## src/common/dscifd_pkg.sv

```systemverilog
// Purpose: shared constants and types of the instruction format decoder
// Assumes: 24-bit instruction words, opcode in the top byte
// Notes: opcode ranges and operand bit positions are fixed here and nowhere else
package dscifd_pkg;

    localparam int INSN_W = 24;
    localparam int OPC_W = 8;
    localparam int OPC_LSB = 16;
    localparam int FILE_W = 13;

    // opcode ranges, upper bounds exclusive
    localparam logic [7:0] OPC_LIT_MOVE_LO = 8'h10;
    localparam logic [7:0] OPC_LIT_ARITH_LO = 8'h20;
    localparam logic [7:0] OPC_DEFAULT_WORK_REG_LO = 8'h40;
    localparam logic [7:0] OPC_FILE_LO = 8'h80;
    localparam logic [7:0] OPC_BIT_LO = 8'hA0;
    localparam logic [7:0] OPC_MAC_LO = 8'hC0;
    localparam logic [7:0] OPC_MAC_HI = 8'hD0;
    localparam logic [7:0] OPC_NOP = 8'h00;
    localparam logic [7:0] OPC_TWO_WORD_0 = 8'h02;
    localparam logic [7:0] OPC_TWO_WORD_1 = 8'h04;
    localparam logic [7:0] OPC_TWO_WORD_2 = 8'h06;
    localparam logic [7:0] SECOND_WORD_TOP = 8'h00;

    // working register operand positions
    localparam int BASE_LSB = 12;
    localparam int DMODE_LSB = 10;
    localparam int DREG_LSB = 6;
    localparam int SMODE_LSB = 4;
    localparam int SREG_LSB = 0;
    // file register operand positions
    localparam int FDEST_BIT = 13;
    localparam int FADDR_LSB = 0;
    // bit operand positions
    localparam int BITPOS_LSB = 12;
    localparam int BITREG_FLAG = 11;
    localparam int BITFILE_FLAG = 10;
    localparam int BITFILE_W = 10;
    // literal operand positions
    localparam int LMOVE_LIT_LSB = 4;
    localparam int LMOVE_LIT_W = 12;
    localparam int LFILE_LIT_LSB = 8;
    localparam int LFILE_ADDR_W = 8;
    localparam int LARITH_LIT_LSB = 6;
    localparam int LARITH_LIT_W = 6;
    localparam int OPC_VARIANT_BIT = 0;
    // multiply-accumulate operand positions
    localparam int MAC_ACC_BIT = 15;
    localparam int MAC_PAIR_LSB = 12;
    localparam int MAC_XOP_LSB = 10;
    localparam int MAC_XDST_LSB = 8;
    localparam int MAC_YOP_LSB = 6;
    localparam int MAC_YDST_LSB = 4;
    localparam int MAC_AWB_LSB = 2;

    localparam logic [3:0] DEFAULT_WORK_REG = 4'h0;

    typedef enum logic [2:0] {
        DSCIFD_CAT_WORD_BYTE,
        DSCIFD_CAT_BIT,
        DSCIFD_CAT_LITERAL,
        DSCIFD_CAT_DSP,
        DSCIFD_CAT_CONTROL
    } dscifd_cat_t;

    typedef struct packed {
        dscifd_cat_t cat;
        logic [7:0] opcode;
        logic [3:0] base_work_reg;
        logic [3:0] source_work_reg;
        logic [1:0] src_mode;
        logic [3:0] dest_work_reg;
        logic [1:0] dest_mode;
        logic [12:0] file_addr;
        logic dest_is_file;
        logic [3:0] bit_pos;
        logic bit_from_reg;
        logic target_is_file;
        logic [15:0] literal;
        logic acc_sel;
        logic [2:0] mul_pair;
        logic [1:0] x_op;
        logic [1:0] x_dst;
        logic [1:0] y_op;
        logic [1:0] y_dst;
        logic [1:0] awb;
    } dscifd_fields_t;

endpackage

```

## src/design/dscifd_decoder.sv

```systemverilog
// Purpose: instruction format decoder between fetch and execute
// Assumes: fetch presents one 24-bit word per accepted cycle; execute flags redirects
// Notes: every output is registered; all fields of one instruction leave together
//
// Overview of operation
// RQ1: an ordinary instruction is exactly one 24-bit program word.
// RQ2: three fixed opcodes take two consecutive words; both are collected first.
// RQ3: a single word splits into an 8-bit opcode and operand bits.
// RQ4: every opcode falls into exactly one of five categories.
// RQ5: working register ops give base, modified source and modified destination.
// RQ6: file register ops give the address and a file or default register destination.
// RQ7: bit ops give a register or file target and a literal or register bit number.
// RQ8: literal moves give the literal and a base register or file target.
// RQ9: literal arithmetic uses base register and literal; separate destination optional.
// RQ10: multiply-accumulate gives accumulator, register pair, prefetches and write-back.
// RQ11: a second word has a zero top byte and runs as no-op alone.
// RQ12: one cycle per word; a taken test or redirect adds one no-op cycle.
// RQ13: category, opcode and all operand fields are valid in the same cycle.
`timescale 1ns/1ns
module dscifd_decoder
    import dscifd_pkg::*;
(
    input wire logic core_clk,
    input wire logic sys_rst,
    input wire logic fetch_valid,
    input wire logic [23:0] fetch_word,
    output logic fetch_ready,
    input wire logic exec_redirect,
    output logic dec_valid,
    output logic dec_nop,
    output logic dec_two_word,
    output logic dec_second_bad,
    output logic [15:0] dec_ext_word,
    output dscifd_cat_t dec_cat,
    output logic [7:0] dec_opcode,
    output logic [3:0] base_work_reg,
    output logic [3:0] source_work_reg,
    output logic [1:0] dec_src_mode,
    output logic [3:0] dest_work_reg,
    output logic [1:0] dec_dest_mode,
    output logic [12:0] dec_file_addr,
    output logic dec_dest_is_file,
    output logic [3:0] dec_bit_pos,
    output logic dec_bit_from_reg,
    output logic dec_target_is_file,
    output logic [15:0] dec_literal,
    output logic dec_acc_sel,
    output logic [2:0] dec_mul_pair,
    output logic [1:0] dec_x_op,
    output logic [1:0] dec_x_dst,
    output logic [1:0] dec_y_op,
    output logic [1:0] dec_y_dst,
    output logic [1:0] dec_awb
);

    // two-word pairs and the redirect bubble are the only multi-cycle cases
    typedef enum logic [1:0] {
        DSCIFD_ST_FIRST,
        DSCIFD_ST_SECOND,
        DSCIFD_ST_BUBBLE
    } dscifd_state_t;

    ////////////////////////////////////////////////////////////////////////////
    // operand extraction

    dscifd_state_t state_r, state_nxt;
    logic [23:0] held_r, held_nxt;
    logic [23:0] ext_in;
    dscifd_fields_t ext_fields;

    // while waiting for the second word the first one is decoded from the holding register
    assign ext_in = (state_r == DSCIFD_ST_SECOND) ? held_r : fetch_word;

    dscifd_extract u_extract (
        .insn(ext_in),
        .fields(ext_fields)
    );

    ////////////////////////////////////////////////////////////////////////////
    // sequencing

    logic take;
    logic is_two_word;
    logic [2:0] two_hit;
    localparam logic [7:0] TWO_WORD_OPC [3] = '{OPC_TWO_WORD_0, OPC_TWO_WORD_1, OPC_TWO_WORD_2};
    logic ready_r, ready_nxt;
    logic valid_r, valid_nxt;
    logic nop_r, nop_nxt;
    logic two_r, two_nxt;
    logic bad_r, bad_nxt;
    logic [15:0] ext_word_r, ext_word_nxt;
    dscifd_fields_t fld_r, fld_nxt;

    // a word counts as taken only while the registered ready is high
    assign take = fetch_valid && ready_r;

    // one comparator per two-word opcode
    for (genvar i = 0; i < 3; i++) begin : g_two_word
        assign two_hit[i] = (fetch_word[OPC_LSB +: OPC_W] == TWO_WORD_OPC[i]);  // RQ2
    end
    assign is_two_word = |two_hit;  // RQ2

    always_comb begin
        state_nxt = state_r;
        held_nxt = held_r;
        ready_nxt = 1'b1;
        valid_nxt = 1'b0;
        nop_nxt = 1'b0;
        two_nxt = 1'b0;
        bad_nxt = 1'b0;
        ext_word_nxt = ext_word_r;
        fld_nxt = fld_r;
        if (exec_redirect) begin
            // the word in flight belongs to the abandoned path, so it is dropped
            state_nxt = DSCIFD_ST_BUBBLE;  // RQ12
            ready_nxt = 1'b0;  // RQ12
        end else begin
            unique case (state_r)
                DSCIFD_ST_FIRST: begin
                    if (take && is_two_word) begin
                        // the first half is parked until its partner arrives
                        held_nxt = fetch_word;  // RQ2
                        state_nxt = DSCIFD_ST_SECOND;  // RQ2
                    end else if (take) begin
                        valid_nxt = 1'b1;  // RQ1
                        fld_nxt = ext_fields;  // RQ13
                        ext_word_nxt = 16'h0000;
                        // a lone second word has a zero opcode and runs as a no-op
                        nop_nxt = (fetch_word[OPC_LSB +: OPC_W] == OPC_NOP);  // RQ11
                    end
                end
                DSCIFD_ST_SECOND: begin
                    if (take) begin
                        valid_nxt = 1'b1;  // RQ2
                        two_nxt = 1'b1;  // RQ2
                        fld_nxt = ext_fields;  // RQ13
                        ext_word_nxt = fetch_word[15:0];  // RQ2
                        // a malformed second word is still paired, only flagged
                        bad_nxt = (fetch_word[OPC_LSB +: OPC_W] != SECOND_WORD_TOP);  // RQ11
                        // the held half is spent; clearing it keeps stale bits off the extractor
                        held_nxt = 24'h000000;
                        state_nxt = DSCIFD_ST_FIRST;
                    end
                end
                DSCIFD_ST_BUBBLE: begin
                    // ready_r is low here, so no word can be taken during the bubble
                    valid_nxt = 1'b1;  // RQ12
                    nop_nxt = 1'b1;  // RQ12
                    // clean fields so execute never acts on a stale operand
                    fld_nxt = '0;
                    fld_nxt.cat = DSCIFD_CAT_CONTROL;
                    fld_nxt.opcode = OPC_NOP;
                    ext_word_nxt = 16'h0000;
                    state_nxt = DSCIFD_ST_FIRST;
                end
                default: begin
                    // an unused state code recovers to a clean first-word wait
                    state_nxt = DSCIFD_ST_FIRST;
                end
            endcase
        end
    end

    ////////////////////////////////////////////////////////////////////////////
    // state registers

    always_ff @(posedge core_clk or posedge sys_rst) begin
        if (sys_rst) begin
            state_r <= DSCIFD_ST_FIRST;
            held_r <= 24'h000000;
            ready_r <= 1'b1;
            valid_r <= 1'b0;
            nop_r <= 1'b0;
            two_r <= 1'b0;
            bad_r <= 1'b0;
            ext_word_r <= 16'h0000;
            fld_r <= '0;
        end else begin
            state_r <= state_nxt;
            held_r <= held_nxt;
            ready_r <= ready_nxt;
            valid_r <= valid_nxt;
            nop_r <= nop_nxt;
            two_r <= two_nxt;
            bad_r <= bad_nxt;
            ext_word_r <= ext_word_nxt;
            fld_r <= fld_nxt;
        end
    end

    ////////////////////////////////////////////////////////////////////////////
    // outputs, all taken from the same register stage

    // fetch_ready drops for exactly one cycle after a redirect
    assign fetch_ready = ready_r;
    assign dec_valid = valid_r;  // RQ13
    assign dec_nop = nop_r;
    assign dec_two_word = two_r;
    assign dec_second_bad = bad_r;
    assign dec_ext_word = ext_word_r;
    assign dec_cat = fld_r.cat;
    assign dec_opcode = fld_r.opcode;
    assign base_work_reg = fld_r.base_work_reg;
    assign source_work_reg = fld_r.source_work_reg;
    assign dec_src_mode = fld_r.src_mode;
    assign dest_work_reg = fld_r.dest_work_reg;
    assign dec_dest_mode = fld_r.dest_mode;
    assign dec_file_addr = fld_r.file_addr;
    assign dec_dest_is_file = fld_r.dest_is_file;
    assign dec_bit_pos = fld_r.bit_pos;
    assign dec_bit_from_reg = fld_r.bit_from_reg;
    assign dec_target_is_file = fld_r.target_is_file;
    assign dec_literal = fld_r.literal;
    assign dec_acc_sel = fld_r.acc_sel;
    assign dec_mul_pair = fld_r.mul_pair;
    assign dec_x_op = fld_r.x_op;
    assign dec_x_dst = fld_r.x_dst;
    assign dec_y_op = fld_r.y_op;
    assign dec_y_dst = fld_r.y_dst;
    assign dec_awb = fld_r.awb;

endmodule

```

## src/design/dscifd_extract.sv

```systemverilog
// Purpose: pure combinational split of one instruction word into category and operands
// Assumes: opcode ranges and field positions from the package
// Notes: fields that a category does not use read as zero
`timescale 1ns/1ns
module dscifd_extract
    import dscifd_pkg::*;
(
    input wire logic [23:0] insn,
    output dscifd_fields_t fields
);

    logic [7:0] opc;
    logic [15:0] opd;

    assign opc = insn[OPC_LSB +: OPC_W];  // RQ3
    assign opd = insn[15:0];

    always_comb begin
        fields = '0;
        fields.opcode = opc;
        if (opc >= OPC_MAC_LO && opc < OPC_MAC_HI) begin
            fields.cat = DSCIFD_CAT_DSP;  // RQ4
            fields.acc_sel = opd[MAC_ACC_BIT];  // RQ10
            fields.mul_pair = opd[MAC_PAIR_LSB +: 3];  // RQ10
            fields.x_op = opd[MAC_XOP_LSB +: 2];  // RQ10
            fields.x_dst = opd[MAC_XDST_LSB +: 2];  // RQ10
            fields.y_op = opd[MAC_YOP_LSB +: 2];  // RQ10
            fields.y_dst = opd[MAC_YDST_LSB +: 2];  // RQ10
            fields.awb = opd[MAC_AWB_LSB +: 2];  // RQ10
        end else if (opc >= OPC_BIT_LO && opc < OPC_MAC_LO) begin
            fields.cat = DSCIFD_CAT_BIT;  // RQ4
            fields.bit_from_reg = opd[BITREG_FLAG];  // RQ7
            fields.target_is_file = opd[BITFILE_FLAG];  // RQ7
            if (opd[BITREG_FLAG]) begin
                fields.base_work_reg = opd[BITPOS_LSB +: 4];  // RQ7
            end else begin
                fields.bit_pos = opd[BITPOS_LSB +: 4];  // RQ7
            end
            if (opd[BITFILE_FLAG]) begin
                fields.file_addr = {3'h0, opd[BITFILE_W-1:0]};  // RQ7
            end else begin
                fields.src_mode = opd[SMODE_LSB +: 2];  // RQ7
                fields.source_work_reg = opd[SREG_LSB +: 4];  // RQ7
            end
        end else if (opc >= OPC_FILE_LO && opc < OPC_BIT_LO) begin
            fields.cat = DSCIFD_CAT_WORD_BYTE;  // RQ4
            fields.file_addr = opd[FADDR_LSB +: FILE_W];  // RQ6
            fields.dest_is_file = opd[FDEST_BIT];  // RQ6
            fields.target_is_file = 1'b1;
            // a cleared select writes the result to the default working register
            fields.dest_work_reg = DEFAULT_WORK_REG;  // RQ6
        end else if (opc >= OPC_DEFAULT_WORK_REG_LO && opc < OPC_FILE_LO) begin
            fields.cat = DSCIFD_CAT_WORD_BYTE;  // RQ4
            fields.base_work_reg = opd[BASE_LSB +: 4];  // RQ5
            fields.dest_mode = opd[DMODE_LSB +: 2];  // RQ5
            fields.dest_work_reg = opd[DREG_LSB +: 4];  // RQ5
            fields.src_mode = opd[SMODE_LSB +: 2];  // RQ5
            fields.source_work_reg = opd[SREG_LSB +: 4];  // RQ5
        end else if (opc >= OPC_LIT_ARITH_LO && opc < OPC_DEFAULT_WORK_REG_LO) begin
            fields.cat = DSCIFD_CAT_LITERAL;  // RQ4
            fields.base_work_reg = opd[BASE_LSB +: 4];  // RQ9
            fields.literal = {10'h000, opd[LARITH_LIT_LSB +: LARITH_LIT_W]};  // RQ9
            if (opc[OPC_VARIANT_BIT]) begin
                fields.dest_mode = opd[SMODE_LSB +: 2];  // RQ9
                fields.dest_work_reg = opd[SREG_LSB +: 4];  // RQ9
            end else begin
                // result goes back to the first source
                fields.dest_work_reg = opd[BASE_LSB +: 4];  // RQ9
            end
        end else if (opc >= OPC_LIT_MOVE_LO && opc < OPC_LIT_ARITH_LO) begin
            fields.cat = DSCIFD_CAT_LITERAL;  // RQ4
            fields.target_is_file = opc[OPC_VARIANT_BIT];  // RQ8
            if (opc[OPC_VARIANT_BIT]) begin
                fields.literal = {8'h00, opd[LFILE_LIT_LSB +: 8]};  // RQ8
                fields.file_addr = {5'h00, opd[LFILE_ADDR_W-1:0]};  // RQ8
            end else begin
                fields.literal = {4'h0, opd[LMOVE_LIT_LSB +: LMOVE_LIT_W]};  // RQ8
                fields.base_work_reg = opd[SREG_LSB +: 4];  // RQ8
            end
        end else begin
            fields.cat = DSCIFD_CAT_CONTROL;  // RQ4
            fields.literal = opd;
        end
    end

endmodule

```

## config.mk

```make
export PLATFORM = sky130hd
export DESIGN_NAME = dscifd_decoder
export DESIGN_NICKNAME = d
export VERILOG_FILES = /design/src/common/dscifd_pkg.sv /design/src/design/dscifd_decoder.sv /design/src/design/dscifd_extract.sv
export SDC_FILE = /design/constraint.sdc
export NUM_CORES = 1
export LEC_CHECK = 0
export ABC_AREA = 1
export BUFFER_PORTS_ARGS = -buffer_cell sky130_fd_sc_hd__buf_2
export CAP_MARGIN = 20
export CORE_MARGIN = 2
export CORE_UTILIZATION = 45
export DETAILED_ROUTE_END_ITERATION = 6
export HOLD_SLACK_MARGIN = 0.12
export PLACE_DENSITY = 0.7
export SLEW_MARGIN = 20
export SYNTH_ARGS = -nofsm -noshare
export SYNTH_HDL_FRONTEND = slang
export SYNTH_HIERARCHICAL = 1
export SYNTH_SLANG_ARGS = --single-unit
```

## constraint.sdc

```tcl
create_clock -name core_clk -period 4.4 [get_ports core_clk]
set_clock_uncertainty 0.2 [all_clocks]
set_input_delay 1.1 -clock core_clk [delete_from_list [all_inputs] [get_ports core_clk]]
set_output_delay 1.1 -clock core_clk [all_outputs]
set_load 0.02 [all_outputs]
```

==> results.env, run 1 <==
SYNTH_CELLS=844
GLOBALROUTE.TOTALOVERFLOW=0
CTS_REPAIR_RESIZE_COUNT=0
FIRSTDRTPASSITERS=5
YOSYSSEQAREASHARE=0.502
CTS_ROOT_BUFFER='clkbuf_16'
NNETSFINAL=974
CRITPATHKIND='register to register'
SYNTHESIS.NETS=872
CLK_LATENCY_NS=0.42
WL_PER_CELL_UM=14.4
WORST_SETUP_PATH_START_KIND='register'
FINALMAXSLEWVIOLATIONS=0
SETUP_SLACK_REG_TO_REG_NS=1.50
FINAL_CORE_UTILIZATION=0.562
TRITONCTS.NUM_BUFFERS=17
GRT_PASS1_WL_UM=27200
LEADING_CELL_TYPE_IN_THE_LAYOUT_FILL_AND_TAPS_EXCLUDED='nand2_1'
DRT.ANTENNA.VIOLATING_NETS=0
PEAKVDDDROP_uV=244
NUMPORTBUFFERS=125
MEAN_INSTANCE_SIZE_IN_THE_SYNTHESIZED_NETLIST_UM2=7.33
PERIOD_SHARE=0.659
FLOORPLAN.ROWS=42
GP_CONGESTION=0.995
TIMING.CRITICAL_PATH.TO_TYPE='register'
CLKSLEWWORSTSETUPHOLDPATHS_NS=0.06
CLOCK_TREE.BUFFER_DEPTH=2
START_UTIL=0.463
RSZ0062_AT_GRT='false'
VIA_COUNT_OF_THE_FIRST_GLOBAL_ROUTING_PASS=5347
VIA_COUNT=5635
TIMING.FINAL.SETUP_VIOLATIONS=0
STATUS='complete, no violations'
CTS.SINKS=124
SLEW-LIMIT-HEADROOM=0.504
DRT_FIRST_ITER_VIOLATIONS=431
SHORTEST_CLOCK_PERIOD_THE_WORST_PATH_ALLOWS_AFTER_LAYOUT_NS=2.90
TOTALNEGATIVESETUPSLACK_NS=0
POST_ROUTE_CELLS_DRIVE_ABOVE_1_SHARE=0.196
TIGHTESTPINTRANSITION_NS=0.736
NUM_IO_PINS=126
FLOW.AREA_GROWTH_FROM_SYNTHESIS_PCT=21.3
CORE-AREA_UM2=13300
CRITICAL_PATH.MOST_COMMON_CELL='nand2_1'
DP_WIRELENGTH_UM=11600
FLOORPLAN.DIE_AREA_UM2=14700
DRT-VIAS-PER-INSTANCE=4.96
TIMING_HOLD_VIOLATIONS_FINAL=0
ANTENNA-DIODE-COUNT=0
DRV_CAP=0
FMAX_GHz=0.345
SYNTH_TOP_CELLS_BY_AREA='dfrtp_1 50%, nand2_1 22%, o21ai_1 5.8%, o21ai_0 4.7%, inv_1 3.9%'
ROUTE.DETAILED.DRC=0
NUMBER_OF_UNIQUE_STANDARD_CELL_TYPES_USED_BY_SYNTHESIS=25
GRT_START_MAX_NET_PINS=108
SYN_AREA_UM2=6190
CTS_SETUP_BUFFERS=0
CTS_TREE='done'
YOSYSTOPAREACELLSHARE=0.498
LAYOUT.CELLS.MOST_COMMON_LIST='355 x nand2_1, 125 x buf_2, 123 x dfrtp_1'
NUMBER_OF_LEVELS_THE_H_TREE_WAS_SPLIT_INTO=4
SYNTH_LARGEST_AREA_CELL='dfrtp_1'
N_FILL_CELL=1300
POSTCTSHOLDBUFS=0
WL_UM=16400
TOP_REGISTER='held_r'
WORSTPATHCELLLIST='inv_2 -> nand2_1 -> o21ai_0 -> nor2_1 -> nand2_2 -> nand2_1 -> nor2_2 -> o21ai_0 -> nor2_1 -> nand2_1 -> o21ai_1'
TIMING.CRITICAL_PATH.REQUIRED_NS=4.54
HP-CLASS='register to register'
GRT_UTIL_ALL_LAYERS=0.238
ANTENNA_VIOLATIONS_BEFORE_REPAIR=0
CRITPATHSLOWESTCELL='o21ai_0'
ARRIVAL_TIME_OF_DATA_AT_THE_CRITICAL_PATH_ENDPOINT_NS=3.04
LEAKAGEPOWER_nW=4.05
LARGEST_REGISTER_FFS=24
YS_SEQ_ELEMENTS=124
CRIT_FANOUT=10
CP_SLOWEST_STAGE_DELAY_NS=0.66
DIE_H_UM=121
YS_WARN_COUNT=6
POWERDENSITY_nW_PER_UM2=415
DIE-WIDTH_UM=121
==> per-stage QoR <==
stage	power, W	std cells	cell area (um^2)	setup slack, ns	hold WS, ns
after detailed placement	0.00162	1103	6870	1.30	0.259
after CTS	0.00314	1135	7510	1.54	0.272
final	0.00311	1135	7510	1.50	0.267
after global routing	0.00325	1135	7510	1.21	0.293
after floorplan	0.00150	844	6190	1.58	0.242
after global placement	0.00161	1102	6850	1.30	0.253
==> Yosys cell counts, drive strengths merged <==
library cell / n
or2: 1
nand3: 24
nor4: 2
nor3: 7
nor2: 63
buf: 36
nand2: 361
dfrtp: 123
o22ai: 2
o21ai: 130
o211ai: 2
clkbuf: 16
dfstp: 1
a21oi: 7
inv: 69
==> routing by layer <==
metal,GRT usage,part of all wire,vias up
met5,0,0,-
met4,0.0955,0.025,0
met3,0.0658,0.081,33
met2,0.348,0.44,245
met1,0.334,0.45,2518
li1,-,-,2839
==> power breakdown <==
part           switching, W  internal (W)  total [W]  leakage [nW]
sequential        0.0000322       0.00120    0.00123          1.67
combinational      0.000262      0.000104   0.000366          2.07
clock              0.000500       0.00102    0.00152         0.310
total              0.000795       0.00232    0.00311          4.05
==> area by class of cell <==
cell class,count,area [um^2],share of cell area
repair buffers,135,738,0.0983
flip-flops and latches,124,3100,0.414
inverters,69,263,0.0350
well taps,176,220,0.0293
clock inverters,12,194,0.0258
clock buffers,20,447,0.0595
multi-input cells,599,2540,0.338
==> logic make-up (layout without fill, tap and decap cells) <==
group / after synthesis / in the layout / synth area share
and+or+nand+nor: 458 / 458 / 0.294
DFF: 124 / 124 / 0.502
buffers and inverters: 121 / 236 / 0.0884
AOI/OAI and AO/OA: 141 / 141 / 0.116
==> worst max-delay path, delay by kind of cell, from the launching register on <==
family	cells	cell delay [ns]
buffers and inverters	1	0.10
AOI/OAI and AO/OA	3	0.92
and+or+nand+nor	7	1.19
DFF	1	0.41
==> worst paths after layout <==
check | from | end | depth (start not counted)
worst max-delay path | state_r[1]$_DFFE_PP0P_ | dec_literal[7]$_DFFE_PP0P_ | 11
worst min-delay path | held_r[17]$_DFFE_PP0P_ | held_r[17]$_DFFE_PP0P_ | 2
worst max register to register | state_r[1]$_DFFE_PP0P_ | dec_literal[7]$_DFFE_PP0P_ | 11
worst min register to register | held_r[17]$_DFFE_PP0P_ | held_r[17]$_DFFE_PP0P_ | 2
max in group asynchronous | sys_rst | dec_mul_pair[1]$_DFFE_PP0P_ | 3
min in group asynchronous | sys_rst | dec_dest_is_file$_DFFE_PP0P_ | 2
Power figures use the tool's default switching activity.
==> inputs of run 2 (changes only) <==
--- a/config.mk
+++ b/config.mk
@@ -5,14 +5,14 @@
 export SDC_FILE = /design/constraint.sdc
 export NUM_CORES = 1
 export LEC_CHECK = 0
-export ABC_AREA = 1
+export ABC_AREA = 0
 export BUFFER_PORTS_ARGS = -buffer_cell sky130_fd_sc_hd__buf_2
 export CAP_MARGIN = 20
 export CORE_MARGIN = 2
 export CORE_UTILIZATION = 45
 export DETAILED_ROUTE_END_ITERATION = 6
 export HOLD_SLACK_MARGIN = 0.12
-export PLACE_DENSITY = 0.7
+export PLACE_DENSITY = 0.71
 export SLEW_MARGIN = 20
 export SYNTH_ARGS = -nofsm -noshare
 export SYNTH_HDL_FRONTEND = slang
==> constraint.sdc (replaced) <==
create_clock -name core_clk -period 2.5 [get_ports core_clk]
set_clock_uncertainty 0.2 [all_clocks]
set_input_delay 0.625 -clock core_clk [delete_from_list [all_inputs] [get_ports core_clk]]
set_output_delay 0.625 -clock core_clk [all_outputs]
set_load 0.02 [all_outputs]
==> run 2 against run 1 <==
Against the previous run: hold slack worse by 0.16 ns; global-route usage up 1.9 points; die area down 5.2%; largest power group unchanged; synthesized area down 5.4%; highest routed layer unchanged.
==> results.env, run 2 <==
CORE-AREA_UM2=12700  # -5.1%
SLEW-LIMIT-HEADROOM=0.548  # +0.0443
LARGEST_REGISTER_FFS=24  # unchanged
SYNTH_TOP_CELLS_BY_AREA='dfrtp_1 53%, a22o_1 14%, nand2_1 5.8%, o21ai_0 3.4%, and2_1 2.9%'
VIA_COUNT=5080  # -9.8%
POSTSYNTH.TOPFLOPCELL='dfrtp_1'
NNETSFINAL=739  # -24%
FIN_HOLD_WS_NS=0.102  # -0.164 ns
LAYOUT.CELLS.MOST_COMMON_LIST='125 x buf_2, 123 x dfrtp_1, 96 x a22o_1'
CTS_ROOT_BUFFER='clkbuf_16'
TRITONCTS.NUM_BUFFERS=17  # unchanged
VIA_COUNT_OF_THE_FIRST_GLOBAL_ROUTING_PASS=5082  # -5.0%
CLOCK_TREE.BUFFER_DEPTH=2  # unchanged
GP_CONGESTION=0.880  # -12%
FINALMAXSLEWVIOLATIONS=0  # unchanged
YOSYSSEQAREASHARE=0.530  # +0.0286
FMAX_GHz=0.428  # +24%
TIMING_HOLD_VIOLATIONS_FINAL=0  # unchanged
YS_SEQ_ELEMENTS=124  # unchanged
TIMING.CRITICAL_PATH.REQUIRED_NS=2.60  # -1.94 ns
DIE_H_UM=118  # -2.6%
N_FILL_CELL=1124  # -14%
WL_PER_CELL_UM=19.1  # +33%
YOSYSTOPAREACELLSHARE=0.526  # +0.0284
DRT.ANTENNA.VIOLATING_NETS=0  # unchanged
DRT-VIAS-PER-INSTANCE=5.68  # +14%
SYNTHESIS.NETS=596  # -32%
FIRSTDRTPASSITERS=5  # unchanged
TIGHTESTPINTRANSITION_NS=0.676  # -0.0600 ns
CRITPATHKIND='register to register'
SEQ_AREA_UM2=3100  # unchanged
TOTALNEGATIVESETUPSLACK_NS=0  # unchanged
GRT_UTIL_ALL_LAYERS=0.257  # +0.0190
WORST_SETUP_PATH_START_KIND='register'
YS_WARN_COUNT=6  # unchanged
INSTANCES_NO_FILL=895  # -21%
FINAL_CORE_UTILIZATION=0.595  # +0.0329
AREA_OF_THE_MULTI_INPUT_GATES_UM2=2470  # -2.6%
HP-CLASS='input port to asynchronous set/reset pin'
MEAN_INSTANCE_SIZE_IN_THE_SYNTHESIZED_NETLIST_UM2=10.3  # +41%
START_UTIL=0.462  # -0.00161
CRIT_PATH_START='state_r[1]$_DFFE_PP0P_'
GRT_PASS1_WL_UM=27700  # +2.0%
DRV_CAP=0  # unchanged
CTS.SINKS=124  # unchanged
SYNTH.MOST_COMMON_CELL='dfrtp_1'
POWERDENSITY_nW_PER_UM2=688  # +66%
PLACE_INST=864  # -22%
CLK_LATENCY_NS=0.42  # about the same
TIMING.CRITICAL_PATH.TO_TYPE='register'
ANTENNA_VIOLATIONS_BEFORE_REPAIR=0  # unchanged
DRT_FIRST_ITER_VIOLATIONS=488  # +13%
ARRIVAL_TIME_OF_DATA_AT_THE_CRITICAL_PATH_ENDPOINT_NS=2.44  # -0.60 ns
POST_ROUTE_CELLS_DRIVE_ABOVE_1_SHARE=0.314  # +0.118
WORST_R2R_STARTPOINT='state_r[1]$_DFFE_PP0P_'
RSZ0062_AT_GRT='false'
PERIOD_SHARE=0.935  # +0.276
POSTCTSHOLDBUFS=0  # unchanged
NUMBER_OF_LEVELS_THE_H_TREE_WAS_SPLIT_INTO=4  # unchanged
DP_SLACK_NS=0.0534  # -1.24 ns
FINAL_WORST_SETUP_SLACK_NS=0.163  # -1.34 ns
WL_UM=17100  # +4.8%
SYNTH-EDFF-COUNT=0  # unchanged
FLOW.AREA_GROWTH_FROM_SYNTHESIS_PCT=28.9
SYNTH_COMMON_CELLS='123 x dfrtp_1, 96 x a22o_1, 90 x nand2_1'
STATUS='complete, no violations'
ROUTE.DETAILED.DRC=0  # unchanged
FLOORPLAN.ROWS=41  # -2.4%
LEADING_CELL_TYPE_IN_THE_LAYOUT_FILL_AND_TAPS_EXCLUDED='buf_2'
CRIT_FANOUT=7  # -3
GLOBALROUTE.TOTALOVERFLOW=0  # unchanged
SYNTH_LARGEST_AREA_CELL='dfrtp_1'
NUMBER_OF_UNIQUE_STANDARD_CELL_TYPES_USED_BY_SYNTHESIS=46  # +84%
TOP_REGISTER='held_r'
DIE-WIDTH_UM=118  # -2.6%
LEAKAGEPOWER_nW=3.94  # -2.6%
DP_WIRELENGTH_UM=12200  # +4.9%
ASYNCSETRESETFLOPFRACSYNTH=1.00  # unchanged
SYN_AREA_UM2=5850  # -5.4%
FLOORPLAN.DIE_AREA_UM2=13900  # -5.2%
SYNTH_CELLS=568  # -33%
TIMING.FINAL.SETUP_VIOLATIONS=0  # unchanged
PEAKVDDDROP_uV=424  # +74%
ANTENNA-DIODE-COUNT=0  # unchanged
CTS_TREE='done'
NUMPORTBUFFERS=125  # unchanged
NUM_IO_PINS=126  # unchanged
SHORTEST_CLOCK_PERIOD_THE_WORST_PATH_ALLOWS_AFTER_LAYOUT_NS=2.34  # -0.563 ns
GRT_START_MAX_NET_PINS=63  # -42%
CLKSLEWWORSTSETUPHOLDPATHS_NS=0.06  # about the same
run 2: cell count changes after synthesis, sizes merged, moves of 9 or more:
cell | before | now
a21oi | 7 | 16
a22o | 0 | 96
and2 | 0 | 27
inv | 69 | 6
nand2 | 361 | 90
nand3 | 24 | 2
nor2 | 63 | 14
nor2b | 0 | 21
nor3b | 0 | 15
o21ai | 130 | 40
run 2: power by group:
part / switching, W / leakage [nW] / total [W] / internal [W]
Sequential: 0.0000286 / 1.71 / 0.00208 / 0.00206
Clock: 0.000856 / 0.301 / 0.00256 / 0.00171
Combinational: 0.000343 / 1.93 / 0.000542 / 0.000200
run 2: kinds of logic after synthesis:
logic type,synth area share
AO/OA/AOI/OAI,0.228
buffers and inverters,0.0511
multiplexers,0.0105
flip-flops,0.530
AND/OR/NAND/NOR,0.180
run 2: final timing paths:
| path | cells past startpoint | endpoint | slack, ns |
|---|---|---|---|
| max | 9 | dec_literal[13]$_DFFE_PP0P_ | 0.16 |
| min | 2 | dec_cat[0]$_DFFE_PP0P_ | 0.10 |
| max reg2reg | 9 | dec_literal[13]$_DFFE_PP0P_ | 0.16 |
| min reg2reg | 1 | held_r[23]$_DFFE_PP0P_ | 0.28 |
| max in group asynchronous | 3 | fetch_ready$_DFF_PP1_ | 1.37 |
| min in group core_clk | 1 | state_r[1]$_DFFE_PP0P_ | 0.22 |
run 2: layer usage:
metal	vias to the layer above	part of all wire	GRT usage
li1	2317	-	-
met1	2527	0.44	0.349
met2	207	0.48	0.400
met3	29	0.064	0.0620
met4	0	0.019	0.0941
met5	-	0	0
run 2: area by class of cell:
type,count,area share
Clock buffer,23,0.0620
Tap cell,172,0.0285
Multi-Input combinational cell,382,0.328
Timing Repair Buffer,179,0.147
Sequential cell,124,0.412
Inverter,7,0.00398
Clock inverter,8,0.0186
run 2: critical path, cell delays in order, from the launching register on:
cell and delay, ns:
dfrtp_1 0.40, nand2b_2 0.24, nand2_1 0.10, nand2_1 0.12, buf_4 0.18, o211a_1 0.25
a21oi_1 0.27, buf_4 0.20, nor2b_1 0.05, a22o_1 0.20
run 2: metrics by stage:
step / instance area (um^2) / total power, W
finish: 7540 / 0.00519
global route: 7540 / 0.00538
global placement: 6910 / 0.00265
CTS: 7520 / 0.00522
detailed placement: 6910 / 0.00266
floorplan: 5860 / 0.00243
run 2: what timing repair did:
item	4_1_cts	5_1_grt
setup endpoints to repair	0	42
resized for setup	0	6
buffers inserted	0	0
==> inputs of run 3 (changes only) <==
--- a/config.mk
+++ b/config.mk
@@ -9,10 +9,11 @@
 export BUFFER_PORTS_ARGS = -buffer_cell sky130_fd_sc_hd__buf_2
 export CAP_MARGIN = 20
 export CORE_MARGIN = 2
-export CORE_UTILIZATION = 45
+export CORE_UTILIZATION = 49
 export DETAILED_ROUTE_END_ITERATION = 6
 export HOLD_SLACK_MARGIN = 0.12
-export PLACE_DENSITY = 0.71
+export PLACE_DENSITY = 0.76
+export SETUP_SLACK_MARGIN = 0.15
 export SLEW_MARGIN = 20
 export SYNTH_ARGS = -nofsm -noshare
 export SYNTH_HDL_FRONTEND = slang
==> run 3 against run 2 <==
Against the previous run: global-route usage rose by 1.6 points; critical path depth unchanged; sequential power is essentially flat; final cell count decreased by 3.4%; utilization grew 5.7 points; via count up 1.9%; first-iteration DRC count decreased by 5.1%; power is 4.6% lower; combinational power grew 1%; clock power shrank 9.4%; critical path type unchanged; critical endpoint is now source_work_reg[1]$_DFFE_PP0P_.
==> results.env, run 3 (same netlist as run 2, synthesis figures left out) <==
CRITPATHSLOWESTCELL='dfrtp_1'
FINALMAXSLEWVIOLATIONS=0  # unchanged
PEAKVDDDROP_uV=460  # +8.6%
ARRIVAL_TIME_OF_DATA_AT_THE_CRITICAL_PATH_ENDPOINT_NS=2.39  # -0.05 ns
DRT-VIAS-PER-INSTANCE=5.98  # +5.4%
SHORTEST_CLOCK_PERIOD_THE_WORST_PATH_ALLOWS_AFTER_LAYOUT_NS=2.29  # -0.0444 ns
SEQ_AREA_UM2=3110  # about the same
GRT_UTIL_ALL_LAYERS=0.272  # +0.0158
TIMING_HOLD_VIOLATIONS_FINAL=0  # unchanged
WL_UM=17100  # about the same
STATUS='complete, no violations'
LARGEST_REGISTER_FFS=24  # unchanged
ANTENNA_VIOLATIONS_BEFORE_REPAIR=0  # unchanged
CTS.SINKS=124  # unchanged
PLACE_INST=828  # -4.2%
START_UTIL=0.508  # +0.0463
BUFFER_AND_INVERTER_COUNT_ON_THE_WORST_PATH=3  # +1
CP_SLOWEST_STAGE_DELAY_NS=0.42  # +0.02 ns
TIGHTESTPINTRANSITION_NS=0.654  # -0.0221 ns
WORST_SETUP_PATH_START_KIND='register'
NNETSFINAL=737  # -0.27%
WORST_R2R_STARTPOINT='state_r[1]$_DFFE_PP0P_'
FLOORPLAN.ROWS=39  # -4.9%
GRT_START_MAX_NET_PINS=125  # +98%
LEAKAGEPOWER_nW=3.92  # -0.54%
SETUP_SLACK_REG_TO_REG_NS=0.21  # +0.04 ns
GRT_PASS1_WL_UM=26900  # -2.9%
TIMING.CRITICAL_PATH.REQUIRED_NS=2.60  # about the same
FMAX_GHz=0.436  # +1.9%
TOP_REGISTER='held_r'
ANTENNA-DIODE-COUNT=0  # unchanged
DRV_CAP=0  # unchanged
TIMING.CRITICAL_PATH.TO_TYPE='register'
N_FILL_CELL=888  # -21%
LAYOUT.CELLS.MOST_COMMON_LIST='126 x buf_2, 122 x dfrtp_1, 96 x a22o_1'
FINAL_WORST_SETUP_SLACK_NS=0.207  # +0.0444 ns
POWERDENSITY_nW_PER_UM2=659  # -4.2%
CRIT_FANOUT=18  # +11
TIMING.CRITICAL_PATH.MAX_DELAY_FAMILY='buffers and inverters'
CORE-AREA_UM2=11500  # -9.1%
PERIOD_SHARE=0.917  # -0.0178
CLK_LATENCY_NS=0.42  # about the same
CTS_TREE='done'
TOTALNEGATIVESETUPSLACK_NS=0  # unchanged
P_TOTAL_W=0.00495  # -4.6%
WORSTPATHCELLLIST='nor2b_4 -> buf_4 -> nand2_1 -> nand2_1 -> inv_1 -> a31oi_2 -> buf_4 -> nor2b_1 -> a22o_1'
INSTANCES_NO_FILL=865  # -3.4%
ROUTE.DETAILED.DRC=0  # unchanged
FLOW.AREA_GROWTH_FROM_SYNTHESIS_PCT=28.3
GP_CONGESTION=0.872  # -0.99%
HP-CLASS='input port to asynchronous set/reset pin'
GLOBALROUTE.TOTALOVERFLOW=0  # unchanged
NUMPORTBUFFERS=125  # unchanged
NUM_IO_PINS=126  # unchanged
CTS_ROOT_BUFFER='clkbuf_16'
FLOORPLAN.DIE_AREA_UM2=12800  # -7.9%
TIMING.FINAL.SETUP_VIOLATIONS=0  # unchanged
FINAL_CORE_UTILIZATION=0.652  # +0.0569
CLOCK_TREE.BUFFER_DEPTH=2  # unchanged
RSZ0062_AT_GRT='true'
WL_PER_CELL_UM=19.8  # +3.4%
TRITONCTS.NUM_BUFFERS=17  # unchanged
NUMBER_OF_LEVELS_THE_H_TREE_WAS_SPLIT_INTO=4  # unchanged
REGISTER_TO_REGISTER_PATH_DEPTH=9  # unchanged
DIE_H_UM=113  # -4.0%
CLKSLEWWORSTSETUPHOLDPATHS_NS=0.06  # about the same
FIRSTDRTPASSITERS=5  # unchanged
LEADING_CELL_TYPE_IN_THE_LAYOUT_FILL_AND_TAPS_EXCLUDED='buf_2'
DP_WIRELENGTH_UM=11400  # -6.0%
DIE-WIDTH_UM=113  # -4.0%
VIA_COUNT_OF_THE_FIRST_GLOBAL_ROUTING_PASS=4898  # -3.6%
DRT_FIRST_ITER_VIOLATIONS=463  # -5.1%
VIA_COUNT=5175  # +1.9%
CRITPATHKIND='register to register'
DRT.ANTENNA.VIOLATING_NETS=0  # unchanged
AREA_OF_THE_MULTI_INPUT_GATES_UM2=2530  # +2.1%
DP_SLACK_NS=-0.0258  # -0.0791 ns
POST_ROUTE_CELLS_DRIVE_ABOVE_1_SHARE=0.327  # +0.0129
SLEW-LIMIT-HEADROOM=0.564  # +0.0157
R2R_END='source_work_reg[1]$_DFFE_PP0P_'
run 3: cell types whose count changed in the layout (fill, tap and decap cells not counted), moves of 2 or more:
cell	before	now
buf_4	47	42
clkinvlp_4	1	5
bufinv_16	4	1
clkbuf_1	4	1
nand2_1	90	87
buf_6	1	3
nand2_2	0	2
run 3: power breakdown:
part	total [W]	internal, W	switching [W]
registers	0.00208	0.00205	0.0000285
logic	0.000549	0.000200	0.000349
clock network	0.00232	0.00143	0.000884
run 3: area by class of cell:
class / count / area share
clock buffer: 21 / 0.0626
multi-input combinational: 382 / 0.336
sequential: 124 / 0.414
clock inverter: 11 / 0.0125
inverter: 7 / 0.00400
tap: 143 / 0.0238
timing repair buffer: 177 / 0.147
run 3: tightest hold or removal path: stages:
cell	delay, ns
buf_2	0.11
clkinvlp_4	0.07
buf_12	0.46
run 3: how the worst max path moves through the flow:
stage | endpoint | start | cells after the start
after floorplan | state_r[0]$_DFFE_PP0P_ | sys_rst | 1
after global placement | source_work_reg[0]$_DFFE_PP0P_ | state_r[1]$_DFFE_PP0P_ | 9
after detailed placement | source_work_reg[1]$_DFFE_PP0P_ | state_r[1]$_DFFE_PP0P_ | 9
after CTS | dec_literal[13]$_DFFE_PP0P_ | state_r[1]$_DFFE_PP0P_ | 9
after global routing | dec_literal[6]$_DFFE_PP0P_ | state_r[0]$_DFFE_PP0P_ | 11
final | source_work_reg[1]$_DFFE_PP0P_ | state_r[1]$_DFFE_PP0P_ | 9
run 3: metrics by stage:
step | area, um^2 | hold slack (ns)
2_1_floorplan | 5900 | 0.253
3_3_place_gp | 6820 | 0.269
3_5_place_dp | 6820 | 0.271
4_1_cts | 7400 | 0.201
5_1_grt | 7510 | 0.212
6_report | 7510 | 0.191
run 3: per-layer routing:
metal | wire, um | GRT usage
met5 | 0 | 0
met4 | 566 | 0.117
met3 | 1050 | 0.0552
met2 | 8220 | 0.428
met1 | 7300 | 0.370
run 3: repair_timing:
item / CTS / global route
setup buffers: 0 / 4
pin swaps: 0 / 1
resized for setup: 3 / 15
cloned: 0 / 1
endpoints found under the setup margin: 32 / 52
hold buffers: 0 / 0
